File: config.mk
export PLATFORM = sky130hd
export DESIGN_NAME = gei_edge_logic
export DESIGN_NICKNAME = d
export VERILOG_FILES = /design/src/rtl/gei_pkg.sv /design/src/rtl/gei_edge_logic.sv
export SDC_FILE = /design/constraint.sdc
export NUM_CORES = 1
export LEC_CHECK = 0
export ABC_AREA = 0
export BUFFER_PORTS_ARGS = -buffer_cell sky130_fd_sc_hd__buf_2
export CORE_MARGIN = 3
export CORE_UTILIZATION = 42
export DETAILED_ROUTE_END_ITERATION = 10
export PLACE_DENSITY_LB_ADDON = 0.15
export SLEW_MARGIN = 20
export SYNTH_ARGS = -nofsm -noshare
export SYNTH_HDL_FRONTEND = slang
export SYNTH_SLANG_ARGS = --single-unit
File: constraint.sdc
create_clock -name sys_clk -period 2.35 [get_ports sys_clk]
set_input_delay 0 -clock sys_clk [delete_from_list [all_inputs] [get_ports sys_clk]]
set_output_delay 0 -clock sys_clk [all_outputs]
set_load 0.03 [all_outputs]
File: src/rtl/gei_pkg.sv
// Package for the edge interrupt and truth-table logic block of the IO expander.
// Assumes a single 200 MHz clock domain and no register bus; settings arrive as plain ports.
package gei_pkg;
  localparam int          NUM_IO      = 16;        // IO count of the widest variant.
  localparam int          BANK_IO     = 8;         // IOs served by one mode setting.
  localparam logic [15:0] MASK_RST    = 16'hffff;  // Interrupt mask after reset.
  localparam logic [15:0] FLAGS_RST   = 16'h0000;  // Cause and event flags after reset.
  localparam logic [1:0]  SENSE_RISE  = 2'h1;      // Edge code for rising edges.
  localparam logic [1:0]  SENSE_FALL  = 2'h2;      // Edge code for falling edges.
  localparam logic [1:0]  MODE_GPIO   = 2'h0;      // Mode field: all general purpose.
  localparam logic [1:0]  MODE_TWO    = 2'h1;      // Mode field: two inputs, one output.
  localparam logic [1:0]  MODE_THREE  = 2'h2;      // Mode field: three inputs, one output.
  localparam logic [1:0]  MODE_DUAL   = 2'h3;      // Low field: three inputs, two outputs.
  localparam int          MODE_LO_POS = 0;         // Position of the low-nibble mode field.
  localparam int          MODE_HI_POS = 4;         // Position of the high-nibble mode field.
endpackage : gei_pkg

File: src/rtl/gei_edge_logic.sv
// Edge-triggered interrupt flags and programmable truth-table logic for a 16 IO expander.
// Assumes the pins are asynchronous to sys_clk and that the host settings are on sys_clk.
// Functional notes
// - Reset clears edge logic, releases interrupt line.
// - Interrupt mask resets to all ones.
// - Cause and event flags reset cleared.
// - Enabled rising/falling edges assert the interrupt.
// - Cause flags record which IOs interrupted.
// - Writing ones clears cause and event flags.
// - Mask zero enables, mask one blocks.
// - Two-bit edge code per IO, pairs.
// - Interrupt releases only when all causes clear.
// - Unassigned IOs keep general purpose behaviour.
// - Logic IOs get forced direction.
// - Logic IOs stay readable and interrupt capable.
// - Low mode field selects low functions.
// - High mode field configures IO4 to IO7.
// - Low code three gives three-to-two function.
// - Each eight-IO bank has own mode.
// - Programmable truth tables, four functions maximum.
// - Low two-input output indexes table zero bits, high one table two.
`timescale 1ns/100ps
module gei_edge_logic
  import gei_pkg::*;
(
  // Clock and reset.
  input  wire logic        sys_clk,
  input  wire logic        rst_n,
  // IO pins, three signals each.
  input  wire logic [15:0] io_pin_in,
  output logic      [15:0] io_pin_out,
  output logic      [15:0] io_pin_oe,
  // General purpose settings.
  input  wire logic [15:0] io_value,
  input  wire logic [15:0] io_direction,
  output logic      [15:0] io_value_seen,
  input  wire logic        io_value_read,
  input  wire logic        extra_settings,
  // Interrupt settings and flags.
  input  wire logic        mask_load,
  input  wire logic [15:0] mask_data,
  output logic      [15:0] irq_enable_mask,
  input  wire logic [15:0] edge_select_lo,
  input  wire logic [15:0] edge_select_hi,
  input  wire logic        cause_clear,
  input  wire logic [15:0] cause_clear_data,
  output logic      [15:0] irq_cause_flags,
  output logic      [15:0] edge_event_flags,
  output logic             irq_out_low,
  output logic             irq_out_low_oe,
  // Truth-table logic settings.
  input  wire logic [7:0]  logic_mode_bank_lo,
  input  wire logic [7:0]  logic_mode_bank_hi,
  input  wire logic [31:0] truth_table_lo,
  input  wire logic [31:0] truth_table_hi
);

  logic [15:0] sync1_reg, sync2_reg, sync3_reg;  // Three-stage pin synchroniser.
  logic [15:0] prev_reg;                         // Last accepted pin level.
  logic        primed_reg;                       // High once prev_reg holds real levels.
  logic [1:0]  fill_reg;                         // Counts edges until all sync stages hold pin levels.
  logic [15:0] mask_reg, cause_reg, event_reg;   // Mask and sticky flags.
  logic        irq_reg;                          // Drives the interrupt line low.
  logic [15:0] out_reg, oe_reg, seen_reg;        // Pin drive and read-back flops.
  logic [31:0] sense_all;                        // Edge codes, IO0 in bits 1:0.
  logic [15:0] edge_hit;                         // Enabled, unmasked edges this cycle.
  logic [15:0] clr_bits;                         // Flags to clear this cycle.
  logic [15:0] cause_next, event_next;           // Next flag values.
  logic [15:0] pld_out, pld_in, pld_val;         // Logic function assignment and values.
  logic [15:0] oe_next, out_next;                // Next pin drive.
  logic [7:0]  mode_b [2];                       // Mode per bank.
  logic [31:0] table_b [2];                      // Tables per bank.

  assign sense_all = {edge_select_hi, edge_select_lo};
  assign mode_b[0] = logic_mode_bank_lo;
  assign mode_b[1] = logic_mode_bank_hi;
  assign table_b[0] = truth_table_lo;
  assign table_b[1] = truth_table_hi;

  // Per IO edge decode; a change counts once stages two and three agree.
  genvar gi;
  generate
    for (gi = 0; gi < NUM_IO; gi++) begin : g_edge
      logic stable, rise, fall;
      assign stable = primed_reg && (sync2_reg[gi] == sync3_reg[gi]);
      assign rise = stable && sync3_reg[gi] && !prev_reg[gi];
      assign fall = stable && !sync3_reg[gi] && prev_reg[gi];
      assign edge_hit[gi] = !mask_reg[gi] &&
                            ((rise && sense_all[2*gi +: 2] inside {SENSE_RISE, 2'h3}) ||
                             (fall && sense_all[2*gi +: 2] inside {SENSE_FALL, 2'h3}));
    end
  endgenerate

  // Per bank truth-table logic; tables zero and one serve the low nibble, two the high.
  generate
    for (gi = 0; gi < 2; gi++) begin : g_bank
      logic [1:0] lo, hi;
      logic [7:0] b, t0, t1, t2, po, pi, pv;
      assign lo = mode_b[gi][MODE_LO_POS +: 2];
      assign hi = mode_b[gi][MODE_HI_POS +: 2];
      assign b  = sync3_reg[BANK_IO*gi +: BANK_IO];
      assign t0 = table_b[gi][7:0];
      assign t1 = table_b[gi][15:8];
      assign t2 = table_b[gi][23:16];
      // Outputs marked, inputs marked, and output values; the high field is void under code three.
      assign po = {(lo != MODE_DUAL && hi == MODE_THREE), (lo != MODE_DUAL && hi == MODE_TWO), 1'b0,
                   (lo == MODE_DUAL), (lo inside {MODE_THREE, MODE_DUAL}), (lo == MODE_TWO), 2'h0};
      assign pi = {1'b0, (lo != MODE_DUAL && hi == MODE_THREE),
                   {2{lo != MODE_DUAL && hi != MODE_GPIO && hi != MODE_DUAL}}, 1'b0,
                   (lo inside {MODE_THREE, MODE_DUAL}), {2{lo != MODE_GPIO}}};
      assign pv = {t2[b[6:4]], t2[b[5:4]], 1'b0, t1[b[2:0]],
                   t0[b[2:0]], t0[b[1:0]], 2'h0};
      assign pld_out[BANK_IO*gi +: BANK_IO] = po;
      assign pld_in[BANK_IO*gi +: BANK_IO]  = pi;
      assign pld_val[BANK_IO*gi +: BANK_IO] = pv;
    end
  endgenerate

  // Direction forced for logic IOs; other IOs follow the direction setting (one means input).
  assign oe_next  = pld_out | (~pld_in & ~io_direction);
  assign out_next = (pld_out & pld_val) | (~pld_out & io_value);

  // Clears: host write of ones, or a data read when auto clear is enabled.
  assign clr_bits   = (cause_clear ? cause_clear_data : 16'h0000) |
                      ((io_value_read && extra_settings) ? 16'hffff : 16'h0000);
  assign cause_next = (cause_reg & ~clr_bits) | edge_hit;
  assign event_next = (event_reg & ~clr_bits) | edge_hit;

  // Pin synchroniser and previous-level tracking.
  always_ff @(posedge sys_clk or negedge rst_n) begin
    if (!rst_n) begin
      sync1_reg  <= FLAGS_RST;
      sync2_reg  <= FLAGS_RST;
      sync3_reg  <= FLAGS_RST;
      prev_reg   <= FLAGS_RST;
      primed_reg <= 1'b0;
      fill_reg   <= 2'h0;
    end else begin
      sync1_reg  <= io_pin_in;
      sync2_reg  <= sync1_reg;
      sync3_reg  <= sync2_reg;
      // Priming waits until the third stage holds a sampled pin, so a pin high at reset is no edge.
      if (!(&fill_reg)) begin
        fill_reg <= fill_reg + 2'h1;
      end
      primed_reg <= &fill_reg;
      // Before priming the first levels load without counting as edges.
      for (int i = 0; i < NUM_IO; i++) begin
        if (!primed_reg || sync2_reg[i] == sync3_reg[i]) begin
          prev_reg[i] <= sync3_reg[i];
        end
      end
    end
  end

  // Mask, sticky flags and the interrupt line; a set in the clearing cycle wins.
  always_ff @(posedge sys_clk or negedge rst_n) begin
    if (!rst_n) begin
      mask_reg  <= MASK_RST;
      cause_reg <= FLAGS_RST;
      event_reg <= FLAGS_RST;
      irq_reg   <= 1'b0;
    end else begin
      if (mask_load) begin
        mask_reg <= mask_data;
      end
      cause_reg <= cause_next;
      event_reg <= event_next;
      irq_reg   <= |cause_reg;
    end
  end

  // Registered pin drive and read-back; logic IOs stay readable as inputs.
  always_ff @(posedge sys_clk or negedge rst_n) begin
    if (!rst_n) begin
      out_reg  <= FLAGS_RST;
      oe_reg   <= FLAGS_RST;
      seen_reg <= FLAGS_RST;
    end else begin
      out_reg  <= out_next;
      oe_reg   <= oe_next;
      seen_reg <= sync3_reg;
    end
  end

  assign io_pin_out       = out_reg;
  assign io_pin_oe        = oe_reg;
  assign io_value_seen    = seen_reg;
  assign irq_enable_mask  = mask_reg;
  assign irq_cause_flags  = cause_reg;
  assign edge_event_flags = event_reg;
  assign irq_out_low      = 1'b0;
  assign irq_out_low_oe   = irq_reg;

  // Checks of the flag, interrupt and logic behaviour.
  property p_irq_follow;
    @(posedge sys_clk) disable iff (!rst_n) ##1 irq_reg == $past(|cause_reg);
  endproperty
  a_irq_follow: assert property (p_irq_follow) else $error("interrupt line not tracking causes");

  property p_clear_all;
    @(posedge sys_clk) disable iff (!rst_n)
      (cause_clear && cause_clear_data == 16'hffff && edge_hit == 16'h0000) |=> cause_reg == 16'h0000;
  endproperty
  a_clear_all: assert property (p_clear_all) else $error("clear of ones left a cause");

  property p_release_after_clear;
    @(posedge sys_clk) disable iff (!rst_n)
      (cause_clear && cause_clear_data == 16'hffff && edge_hit == 16'h0000) |=> ##1 !irq_reg;
  endproperty
  a_release_after_clear: assert property (p_release_after_clear) else $error("line not released");

  property p_set_recorded;
    @(posedge sys_clk) disable iff (!rst_n)
      (edge_hit != 16'h0000) |=> ((cause_reg & $past(edge_hit)) == $past(edge_hit)) ##1 irq_reg;
  endproperty
  a_set_recorded: assert property (p_set_recorded) else $error("edge not recorded");

  property p_masked_quiet;
    @(posedge sys_clk) disable iff (!rst_n) (cause_reg & ~$past(cause_reg) & $past(mask_reg)) == 16'h0000;
  endproperty
  a_masked_quiet: assert property (p_masked_quiet) else $error("masked IO raised a flag");

  property p_cause_has_event;
    @(posedge sys_clk) disable iff (!rst_n) (cause_reg & ~event_reg) == 16'h0000;
  endproperty
  a_cause_has_event: assert property (p_cause_has_event) else $error("cause without event");

  property p_auto_clear;
    @(posedge sys_clk) disable iff (!rst_n)
      (io_value_read && extra_settings && edge_hit == 16'h0000) |=> event_reg == 16'h0000;
  endproperty
  a_auto_clear: assert property (p_auto_clear) else $error("read did not clear");

  property p_two_input_dir;
    @(posedge sys_clk) disable iff (!rst_n)
      (logic_mode_bank_lo == 8'h01) |=> (io_pin_oe[2:0] == 3'h4);
  endproperty
  a_two_input_dir: assert property (p_two_input_dir) else $error("direction not forced");

  property p_two_input_value;
    @(posedge sys_clk) disable iff (!rst_n)
      (logic_mode_bank_lo == 8'h01) |=> io_pin_out[2] == $past(truth_table_lo[{sync3_reg[1], sync3_reg[0]}]);
  endproperty
  a_two_input_value: assert property (p_two_input_value) else $error("table output wrong");

  property p_gpio_dir;
    @(posedge sys_clk) disable iff (!rst_n)
      (logic_mode_bank_lo == 8'h00) |=> io_pin_oe[7:0] == ~$past(io_direction[7:0]);
  endproperty
  a_gpio_dir: assert property (p_gpio_dir) else $error("general purpose direction lost");

  c_edge_irq: cover property (@(posedge sys_clk) disable iff (!rst_n) (edge_hit != 16'h0000) ##2 irq_reg);
  c_clear_irq: cover property (@(posedge sys_clk) disable iff (!rst_n) irq_reg && cause_clear ##2 !irq_reg);
  c_dual_mode: cover property (@(posedge sys_clk) disable iff (!rst_n) logic_mode_bank_hi[1:0] == MODE_DUAL);

endmodule : gei_edge_logic

* Word-level counts from Yosys, hierarchy flattened
Index checks and enable logic that the tools add are counted.
** Storage, ports and cells
- Word-level logic and storage cells :: 409
- Register bits :: 164
- Bits of input ports :: 198
** Cells by class
- Bitwise operators :: 14
- Order comparisons :: 8
- Equality and inequality tests :: 78
- $add $sub $neg :: 1
- Reductions and logical operators :: 258
- Multiplexer cells :: 22
** Operators by type and width (number)
- 1-bit logical AND :: 137
- 16-bit AND :: 5
- 16-bit bitwise OR :: 5
- 2-bit equality test (second input constant) :: 38
- 2-bit nonzero test :: 38
- 1-bit logical NOT :: 49
- 16-bit NOT :: 3
- 2-bit by 1-bit equality test with 1-bit output (second input constant) :: 20
- 1-bit logical OR :: 32
- 16-bit 2-to-1 mux :: 2
- 1-bit binary-select mux with 3-bit select :: 6
- 1-bit equality test :: 16
- 2-bit by 4-bit less-than comparator with 1-bit output (second input constant) :: 4
- 3-bit by 4-bit less-than comparator with 1-bit output (second input constant) :: 4
- 15-bit NOT with 16-bit output :: 1
- 16-bit OR reduction :: 1
- 1-bit 2-to-1 mux :: 10
- 1-bit binary-select mux with 2-bit select :: 4
- 2-bit != test (second input constant) :: 4
- 2-bit by 1-bit adder with 2-bit output (second input constant) :: 1
- 2-bit AND reduction :: 1

* Depth between registers and ports, before layout
Gate-level depths: netlist of the first run.
- Word-level depth :: 8
- Depth in mapped cells :: 5
- Gate-level depth less buffers :: 3

* Worst setup path before layout of the first run
OpenSTA, ideal clock, no wires.
- Kind :: flip-flop to flip-flop
- From :: register sync3_reg[8]
- To :: register out_reg[10] (netlist: io_pin_out[10])
- Arrival :: 1.187 ns
- Buffers on the path :: 0
- Setup slack :: 1.039 ns
- Stages on the path, launching flop included :: 3
- Period minus slack after synthesis :: 1.311 ns
- Cells stage by stage :: dfrtp_1 -> mux4_1 -> mux2_2
** Between the ends
- Cells in the longest elaborated chain, start to end :: 4
** Ends and longest elaborated chain
- from (decl) :: line gei_edge_logic.sv:58 : logic [15:0] sync1_reg, sync2_reg, sync3_reg;
- from (signal assigned) :: line gei_edge_logic.sv:141 : sync3_reg <= sync2_reg;
- 1-bit binary-select mux with 2-bit select :: line gei_edge_logic.sv:112 : t0[b[2:0]], t0[b[1:0]], 2'h0};
- 1-bit 2-to-1 mux (not written as such) :: line gei_edge_logic.sv:112
- 16-bit AND :: line gei_edge_logic.sv:121 : assign out_next = (pld_out & pld_val) | (~pld_out & io_value);
- 16-bit bitwise OR :: line gei_edge_logic.sv:121
- net out_next[10] :: line gei_edge_logic.sv:70 : logic [15:0] oe_next, out_next;
- to (signal assigned) :: line gei_edge_logic.sv:180 : out_reg <= out_next;
- to (decl) :: line gei_edge_logic.sv:64 : logic [15:0] out_reg, oe_reg, seen_reg;
The timed path passes the listed nets, and every way through them passes these cells. The select of a mux whose other input is x is not followed.
A chain may end at the register's enable or synchronous reset.

* Worst setup path after layout of the first run
- From :: register sync3_reg[0]
- To :: register out_reg[3] (netlist: io_pin_out[3])
** Between the ends
- Cells in the longest elaborated chain, start to end :: 4
** Ends and longest elaborated chain (line)
- 1-bit binary-select mux with 3-bit select :: gei_edge_logic.sv:112
- 1-bit 2-to-1 mux (not written as such) :: gei_edge_logic.sv:112
- 16-bit AND :: gei_edge_logic.sv:121
- 16-bit bitwise OR :: gei_edge_logic.sv:121
- net out_next[3] :: gei_edge_logic.sv:70
The timed path passes the listed nets, and every way through them passes these cells. The select of a mux whose other input is x is not followed.

==> run summary, run 1 <==
The worst hold path passes through 4 cells. The max-slew violation total from the final report was 0. The minimum period implied by the final worst setup slack is ~2.2 ns. The run finished with clean final reports. The number of post-CTS setup repair buffers came out at 0. The pin count of the biggest net entering global routing is between 70 and 80. The final-layout setup total negative slack came out at 0 ns. The post-layout total power is between 0.007 and 0.008 W. The effective utilization at floorplan is 43.4%.

The slew at the pin with the worst max-slew slack came out at 0.859 ns. The width of the chip is between 100 and 150 um. The critical path is of the register to register type. The clock tree synthesis step divided the H-tree into 4 levels.

The endpoint required time on the critical path is 2.65 ns. The congestion estimate from routability-driven global placement came to around 0.76. The worst clock skew on the final layout came out at slightly below 0.008 ns.

sky130_fd_sc_hd__dfrtp_1 takes more of the synthesized area than any other cell. TritonCTS built the clock tree. The CTS sink count came out at 164. The post-synthesis net count is around 700. The via-per-instance ratio came out at around 5.

The total wirelength of the detailed-routed design is about 18000 um. The worst-case IR drop observed on VDD is roughly 0.47 mV. The type of the worst min-delay path is input pin to register. The count of flip-flops with a built-in enable after synthesis is 0. By area the synthesized netlist is led by sky130_fd_sc_hd__dfrtp_1 58%, sky130_fd_sc_hd__dfstp_2 6.6%, sky130_fd_sc_hd__mux2_2 4.4%. After synthesis, the share of flip-flops with an asynchronous set or reset is 100%. The number of remaining DRC errors came out at 0.

The die area came out at about 17000 um^2. The signal on the critical path passes through mux4_1, nand2b_1, a41oi_1, dlygate4sd3_1. The maximum count of clock buffers along a single path came out at 2. Row generation in the floorplan step produced 44 rows. The share of synthesized area in the top cell type comes to between 50% and 60%. The repair_antennas step left the layout with diodes totalling 0. The number of buffers created by CTS is 17. The number of violations reported at the end of detailed-routing iteration 0 came out at 230. The normalized max-slew margin came out at a little over two fifths. The area added between synthesis and finish is 50.5%. The count of buffers added on input and output ports is 270. The critical path runs through a total of 4 cells. In this run the most critical hold path is launched from edge_select_hi[4]. The share of post-route cells with drive strength above 1 is around 40%. The highest attainable clock frequency is between 0.4 and 0.5 GHz.

The library cells used most frequently in the layout, excluding fill and tap cells, are 269 x sky130_fd_sc_hd__buf_2, 147 x sky130_fd_sc_hd__dfrtp_1, 111 x sky130_fd_sc_hd__dlygate4sd3_1, 71 x sky130_fd_sc_hd__nand2_1, 38 x sky130_fd_sc_hd__a21oi_1. The slowest stage of the critical path is the sky130_fd_sc_hd__mux4_1 cell. The overall fraction of global-route tracks in use is 22.4%. The estimated wirelength of the detail-placed design came out at 12400 um. The global-route wire length before repair came out at 28800 um. The clock latency on the worst-skew pair came out at approximately 0.42 ns. The worst setup path is captured at a register.

Of the synthesized area, sequential elements account for about 65%. The count of placed standard cells in the final layout, fillers left out came out at around 1100. The top fanout value on the critical path came out at 12.

The number of antenna violations at the first check in global routing is 0. The most frequent standard cell in the layout excluding fill and tap cells is sky130_fd_sc_hd__buf_2. The area inside the core boundary is 14700 um^2. The cell area that synthesis handed to floorplanning was between 6000 and 7000 um^2.

The worst stage delay on the critical path is roughly 0.66 ns. The count of final hold-check violations came out at 0. The via count of the first global-routing pass is a little under 6000. Before antenna repair, the detailed router went through 4 iterations. For this run, the leading register cell type out of synthesis is sky130_fd_sc_hd__dfrtp_1. Setup violations remaining at the end of the flow were counted as 0. The number of vias in the routed layout is 5415.

The worst setup path is launched from a register. The first element of the critical path is sync3_reg[0]. The total number of nets in the final design is 1082.

Among cell families on the critical path, the largest total delay comes from multiplexers. The die extent in y is 129 um. The total power density per cell area came out at 747 nW/um^2. In this run the critical register-to-register path is launched from sync3_reg[0]. For this run the aggregate overflow at the end of global routing stands at 0. The depth of the worst register-to-register path is 4. Max-cap violations in this run came to 0.

The filler cell count in the final layout came out at between 1000 and 1500. The number of nets with antenna violations after detailed routing came out at 0. The count of distinct cell types in the synthesized netlist is 36. The gate count after technology mapping is between 500 and 600. The analysis attributes to cell leakage a power of 4.87 nW. Setup repair after global routing left no endpoint under its margin. The data arrival time of the critical path is 2.47 ns. The final worst-path cycle share came out at a little over 90%. The cell sitting at the root of the clock tree is a sky130_fd_sc_hd__clkbuf_16. The number of buffers and inverters on the critical path is 1. approximately 300 I/O pins were placed. The flip-flop and latch count after synthesis came out at around 160. The routed length per instance came out at 17.0 um. Clock-pin slew was measured on the worst setup and hold paths at 0.06 ns.

The number of placed instances, taps included, is roughly 940. The total number of yosys warnings came out at 0. The synthesized area divided by synthesized cell count came out at about 13 um^2. The setup check on the worst reg-to-reg path leaves a slack of between 0.15 and 0.2 ns.
report_power, final:
part           switching (W)  internal, W  leakage, nW
Clock                0.00112      0.00165        0.286
Sequential          0.000152      0.00306         1.95
Combinational       0.000662     0.000528         2.63
Total                0.00193      0.00524         4.87
final timing paths:
path	end
hold reg to reg	sync2_reg[1]
min in group asynchronous	io_value_seen[2]
setup / recovery	io_pin_out[3]
hold / removal	irq_cause_flags[10]
setup reg to reg	io_pin_out[3]
max in group asynchronous	irq_enable_mask[2]
per-stage QoR:
step,hold slack [ns],cell area (um^2),util [%],worst slack [ns]
floorplan,-0.296,6380,-,1.04
global placement,-0.0173,7890,53.7,0.705
detailed placement,-0.0143,7890,53.7,0.677
CTS,0.00106,9600,65.3,0.172
global route,0.0344,9600,65.3,0.0657
finish,0.0178,9600,65.3,0.177
synth_stat cells (13+ instances only):
cell                       count
sky130_fd_sc_hd__mux2i_1      19
sky130_fd_sc_hd__clkbuf_1     13
sky130_fd_sc_hd__nand2_1      71
sky130_fd_sc_hd__and4b_1      16
sky130_fd_sc_hd__mux2_2       25
sky130_fd_sc_hd__nand2b_1     21
sky130_fd_sc_hd__nor2b_1      16
sky130_fd_sc_hd__nor2_1       20
sky130_fd_sc_hd__dfrtp_1     148
sky130_fd_sc_hd__dfstp_2      16
sky130_fd_sc_hd__nor4bb_1     14
sky130_fd_sc_hd__a22oi_1      16
sky130_fd_sc_hd__o21ai_0      20
sky130_fd_sc_hd__a21oi_1      38
timing repair:
item,CTS,global route
gates resized for setup,0,0
hold endpoints to repair,156,0
hold buffers,111,0
endpoints found under the setup margin,0,0
cell families (layout without fill, tap and decap cells):
logic type	after synthesis	after routing	share of synthesized area, %
xor+xnor	3	3	0.412
mux	50	50	9.63
simple gates	175	175	15.5
buf+inv	26	420	2.02
flops	164	164	64.7
fa+ha+maj	1	1	0.196
compound gates	82	82	7.51
other cells	1	1	0.0588
worst reg2reg max path, cell delays in order (launching register included):
cell and delay, ns:
sky130_fd_sc_hd__dfrtp_1 0.63, sky130_fd_sc_hd__mux4_1 0.66, sky130_fd_sc_hd__nand2b_1 0.11, sky130_fd_sc_hd__a41oi_1 0.10
sky130_fd_sc_hd__dlygate4sd3_1 0.57
metal layers:
layer	track usage, %	vias to the layer above	share of wire [%]
li1	-	2528	-
met1	24.9	2634	37
met2	39.4	222	51
met3	7.91	31	9.2
met4	8.46	0	2.1
met5	0	-	0
area by class of cell:
type | count | area (um^2) | area share (%)
inverters | 4 | 15.0 | 0.156
well taps | 184 | 230 | 2.40
multi-input cells | 312 | 2130 | 22.1
repair buffers | 384 | 2500 | 26.1
clock inverters | 11 | 128 | 1.33
clock buffers | 21 | 470 | 4.90
flip-flops and latches | 164 | 4130 | 43.0
No activity file was read; power rests on OpenSTA's default activity.
==> run 2, diff against run 1 <==
--- a/config.mk
+++ b/config.mk
@@ -7,6 +7,7 @@
 export LEC_CHECK = 0
 export ABC_AREA = 0
 export BUFFER_PORTS_ARGS = -buffer_cell sky130_fd_sc_hd__buf_2
+export CAP_MARGIN = 10
 export CORE_MARGIN = 3
 export CORE_UTILIZATION = 42
 export DETAILED_ROUTE_END_ITERATION = 10
==> constraint.sdc (replaced) <==
create_clock -name sys_clk -period 2.2 [get_ports sys_clk]
set_input_delay 0 -clock sys_clk [delete_from_list [all_inputs] [get_ports sys_clk]]
set_output_delay 0 -clock sys_clk [all_outputs]
set_load 0.03 [all_outputs]
==> run 2 against run 1 <==
Routed wire length is 1.5% lower. Critical path type unchanged. Via count is 1.1% lower. Maximum frequency is 7.1% higher. Clock skew is 0.00065 ns lower. Sequential power is 6.9% higher. Register-to-register slack hardly changed.
==> run summary, run 2 (same netlist as run 1, synthesis figures left out) <==
The placer's final routability congestion estimate came out at 0.777 (was 0.759). The share of post-route cells with drive strength above 1 came out at 39.6% (about the same). Result of the run: complete, no violations (unchanged). The most frequent standard cell in the layout excluding fill and tap cells is sky130_fd_sc_hd__buf_2 (unchanged). The count of placed standard cells in the final layout, fillers left out was 1081 (was 1080).

The H-tree depth reported by CTS was 4 (unchanged). The endpoint type of the worst setup path is a register (unchanged). The max-slew violation total from the final report came out at 0 (unchanged). The total wirelength of the detailed-routed design is 18100 um (was 18400 um).

Cell chain of the critical path: mux4_1, nand2b_1, a41oi_1, dlygate4sd3_1 (unchanged). The number of vias in the routed layout is 5354 (was 5415). The final worst-path cycle share came to 92.3% (was 92.5%). The data arrival time of the critical path is 2.33 ns (was 2.47 ns). The width of the chip came out at 129 um (unchanged). The die area is 16700 um^2 (unchanged). The number of nets with antenna violations after detailed routing came to 0 (unchanged). The standard-cell row count came to 44 (unchanged). The critical path startpoint category is a register (unchanged).

The master of the slowest instance on the critical path is sky130_fd_sc_hd__mux4_1 (unchanged). The port buffer count is 270 (unchanged). The clock latency on the worst-skew pair came out at 0.42 ns (about the same). The category of the most critical setup path is register to register (unchanged). The via count of the first global-routing pass was 5730 (was 5827). The worst clock skew on the final layout came out at 0.00718 ns (was 0.00783 ns).

The count of buffering cells on the critical path with inverters included is 1 (unchanged). The area inside the core boundary was 14700 um^2 (unchanged). The endpoint required time on the critical path came out at 2.50 ns (was 2.65 ns). The number of remaining DRC errors is 0 (unchanged). The total power density per cell area came to 786 nW/um^2 (was 747 nW/um^2). Setup repair after global routing missed its margin: false (unchanged). The number of failing setup endpoints in the final timing report came to 0 (unchanged). Most frequent cells in the layout: 269 x sky130_fd_sc_hd__buf_2, 145 x sky130_fd_sc_hd__dfrtp_1, 113 x sky130_fd_sc_hd__dlygate4sd3_1, 71 x sky130_fd_sc_hd__nand2_1, 38 x sky130_fd_sc_hd__a21oi_1 (was 269 x sky130_fd_sc_hd__buf_2, 147 x sky130_fd_sc_hd__dfrtp_1, 111 x sky130_fd_sc_hd__dlygate4sd3_1, 71 x sky130_fd_sc_hd__nand2_1, 38 x sky130_fd_sc_hd__a21oi_1). The top fanout value on the critical path was 12 (unchanged). The clock transition time at the flip-flop clock pins of the worst setup and hold paths came out at 0.06 ns (about the same). The number of maximum-capacitance violations came to 0 (unchanged). The CTS sink count came out at 164 (unchanged). The normalized max-slew margin came to 41.8% (was 42.7%).

The kind of cell adding the most delay to the critical path was multiplexers (unchanged). The type of the worst min-delay path is input pin to register (unchanged). The slew at the pin with the worst max-slew slack is 0.873 ns (was 0.859 ns).

The setup slack after placement came out at 0.533 ns (was 0.677 ns). The antenna cell count is 0 (unchanged). The number of buffers created by CTS is 17 (unchanged). The minimum period implied by the final worst setup slack is 2.03 ns (was 2.17 ns).

The effective utilization at floorplan is 43.4% (unchanged). The global-route wire length before repair is 28200 um (was 28800 um). The area added between synthesis and finish came out at 50.5% (about the same). The pin count of the biggest net entering global routing came out at 53 (was 73). The highest attainable clock frequency came out at 0.493 GHz (was 0.460 GHz). The final-layout setup total negative slack is 0 ns (unchanged). The estimated wirelength of the detail-placed design came to 12100 um (was 12400 um).

The final worst-path setup slack came out at 0.170 ns (was 0.177 ns). The total placed cells including tap cells was 937 (unchanged). The total grt overflow came to 0 (unchanged). The count of final hold-check violations came out at 0 (unchanged). The total number of nets in the final design is 1084 (was 1082). The via-per-instance ratio is 4.95 (was 5.01). The overall fraction of global-route tracks in use is 21.9% (was 22.4%). The leakage power was 4.87 nW (about the same). The die extent in y is 129 um (unchanged).

The CTS tree is yes (unchanged). The routed length per instance came to 16.7 um (was 17.0 um). The number of post-CTS setup repair buffers is 0 (unchanged).

The worst stage delay on the critical path came out at 0.62 ns (was 0.66 ns). The clock root buffer is sky130_fd_sc_hd__clkbuf_16 (unchanged). The number of optimization iterations in the first detailed-route pass came to 4 (unchanged). The number of ports placed on the die boundary came to 296 (unchanged). The number of antenna violations at the first check in global routing came out at 0 (unchanged). The maximum count of clock buffers along a single path came to 2 (unchanged). The largest voltage drop on the vdd net is 0.469 mV (about the same). The number of violations reported at the end of detailed-routing iteration 0 came out at 237 (was 230).
## run 2: power by group
| part | switching, W | leakage (nW) | internal (W) |
|---|---|---|---|
| clock network | 0.00114 | 0.274 | 0.00171 |
| registers | 0.000163 | 1.95 | 0.00326 |
| logic | 0.000704 | 2.64 | 0.000569 |
## run 2: area by class of cell
cell class                      count  area (um^2)
Clock buffer                       21          460
Clock inverter                     10          108
Fill cell                        1111         5100
Inverter                            4         15.0
Multi-Input combinational cell    312         2130
Sequential cell                   164         4130
Tap cell                          184          230
Timing Repair Buffer              386         2540
## run 2: per-stage QoR
step / cell area, um^2 / hold WS (ns) / util, % / power (W)
floorplan: 6380 / -0.296 / - / 0.00408
global placement: 7900 / -0.0203 / 53.8 / 0.00455
detailed placement: 7900 / -0.0112 / 53.8 / 0.00458
CTS: 9600 / 0.000609 / 65.3 / 0.00761
global route: 9600 / 0.0318 / 65.3 / 0.00789
finish: 9600 / 0.0120 / 65.3 / 0.00755
## run 2: final timing paths
kind | startpoint | slack (ns) | depth (start not counted) | to
max | sync3_reg[0] | 0.17 | 4 | io_pin_out[3]
min | edge_select_lo[14] | 0.01 | 4 | edge_event_flags[7]
max reg2reg | sync3_reg[0] | 0.17 | 4 | io_pin_out[3]
min reg2reg | sync1_reg[15] | 0.34 | 0 | sync2_reg[15]
max in group asynchronous | rst_n | 1.35 | 3 | irq_enable_mask[0]
min in group asynchronous | rst_n | 0.10 | 2 | io_value_seen[2]
## run 2: timing repair
| action | 4_1_cts | 5_1_grt |
|---|---|---|
| endpoints found under the hold margin | 226 | 0 |
| hold buffers | 113 | 0 |
| endpoints found under the setup margin | 0 | 2 |
| gates resized for setup | 0 | 2 |
## run 2: worst reg2reg max path, cell delays in order (launching register included)
cell and delay, ns:
sky130_fd_sc_hd__dfrtp_2 0.52, sky130_fd_sc_hd__mux4_1 0.63, sky130_fd_sc_hd__nand2b_1 0.09, sky130_fd_sc_hd__a41oi_1 0.10, sky130_fd_sc_hd__dlygate4sd3_1 0.57
## run 2: per-layer routing
metal | up-vias | wire, um | part of all wire, % | global-route usage [%]
li1 | 2528 | - | - | -
met1 | 2573 | 6810 | 38 | 23.5
met2 | 222 | 9290 | 51 | 40.0
met3 | 31 | 1590 | 8.8 | 7.87
met4 | 0 | 397 | 2.2 | 7.47
met5 | - | 0 | 0 | 0
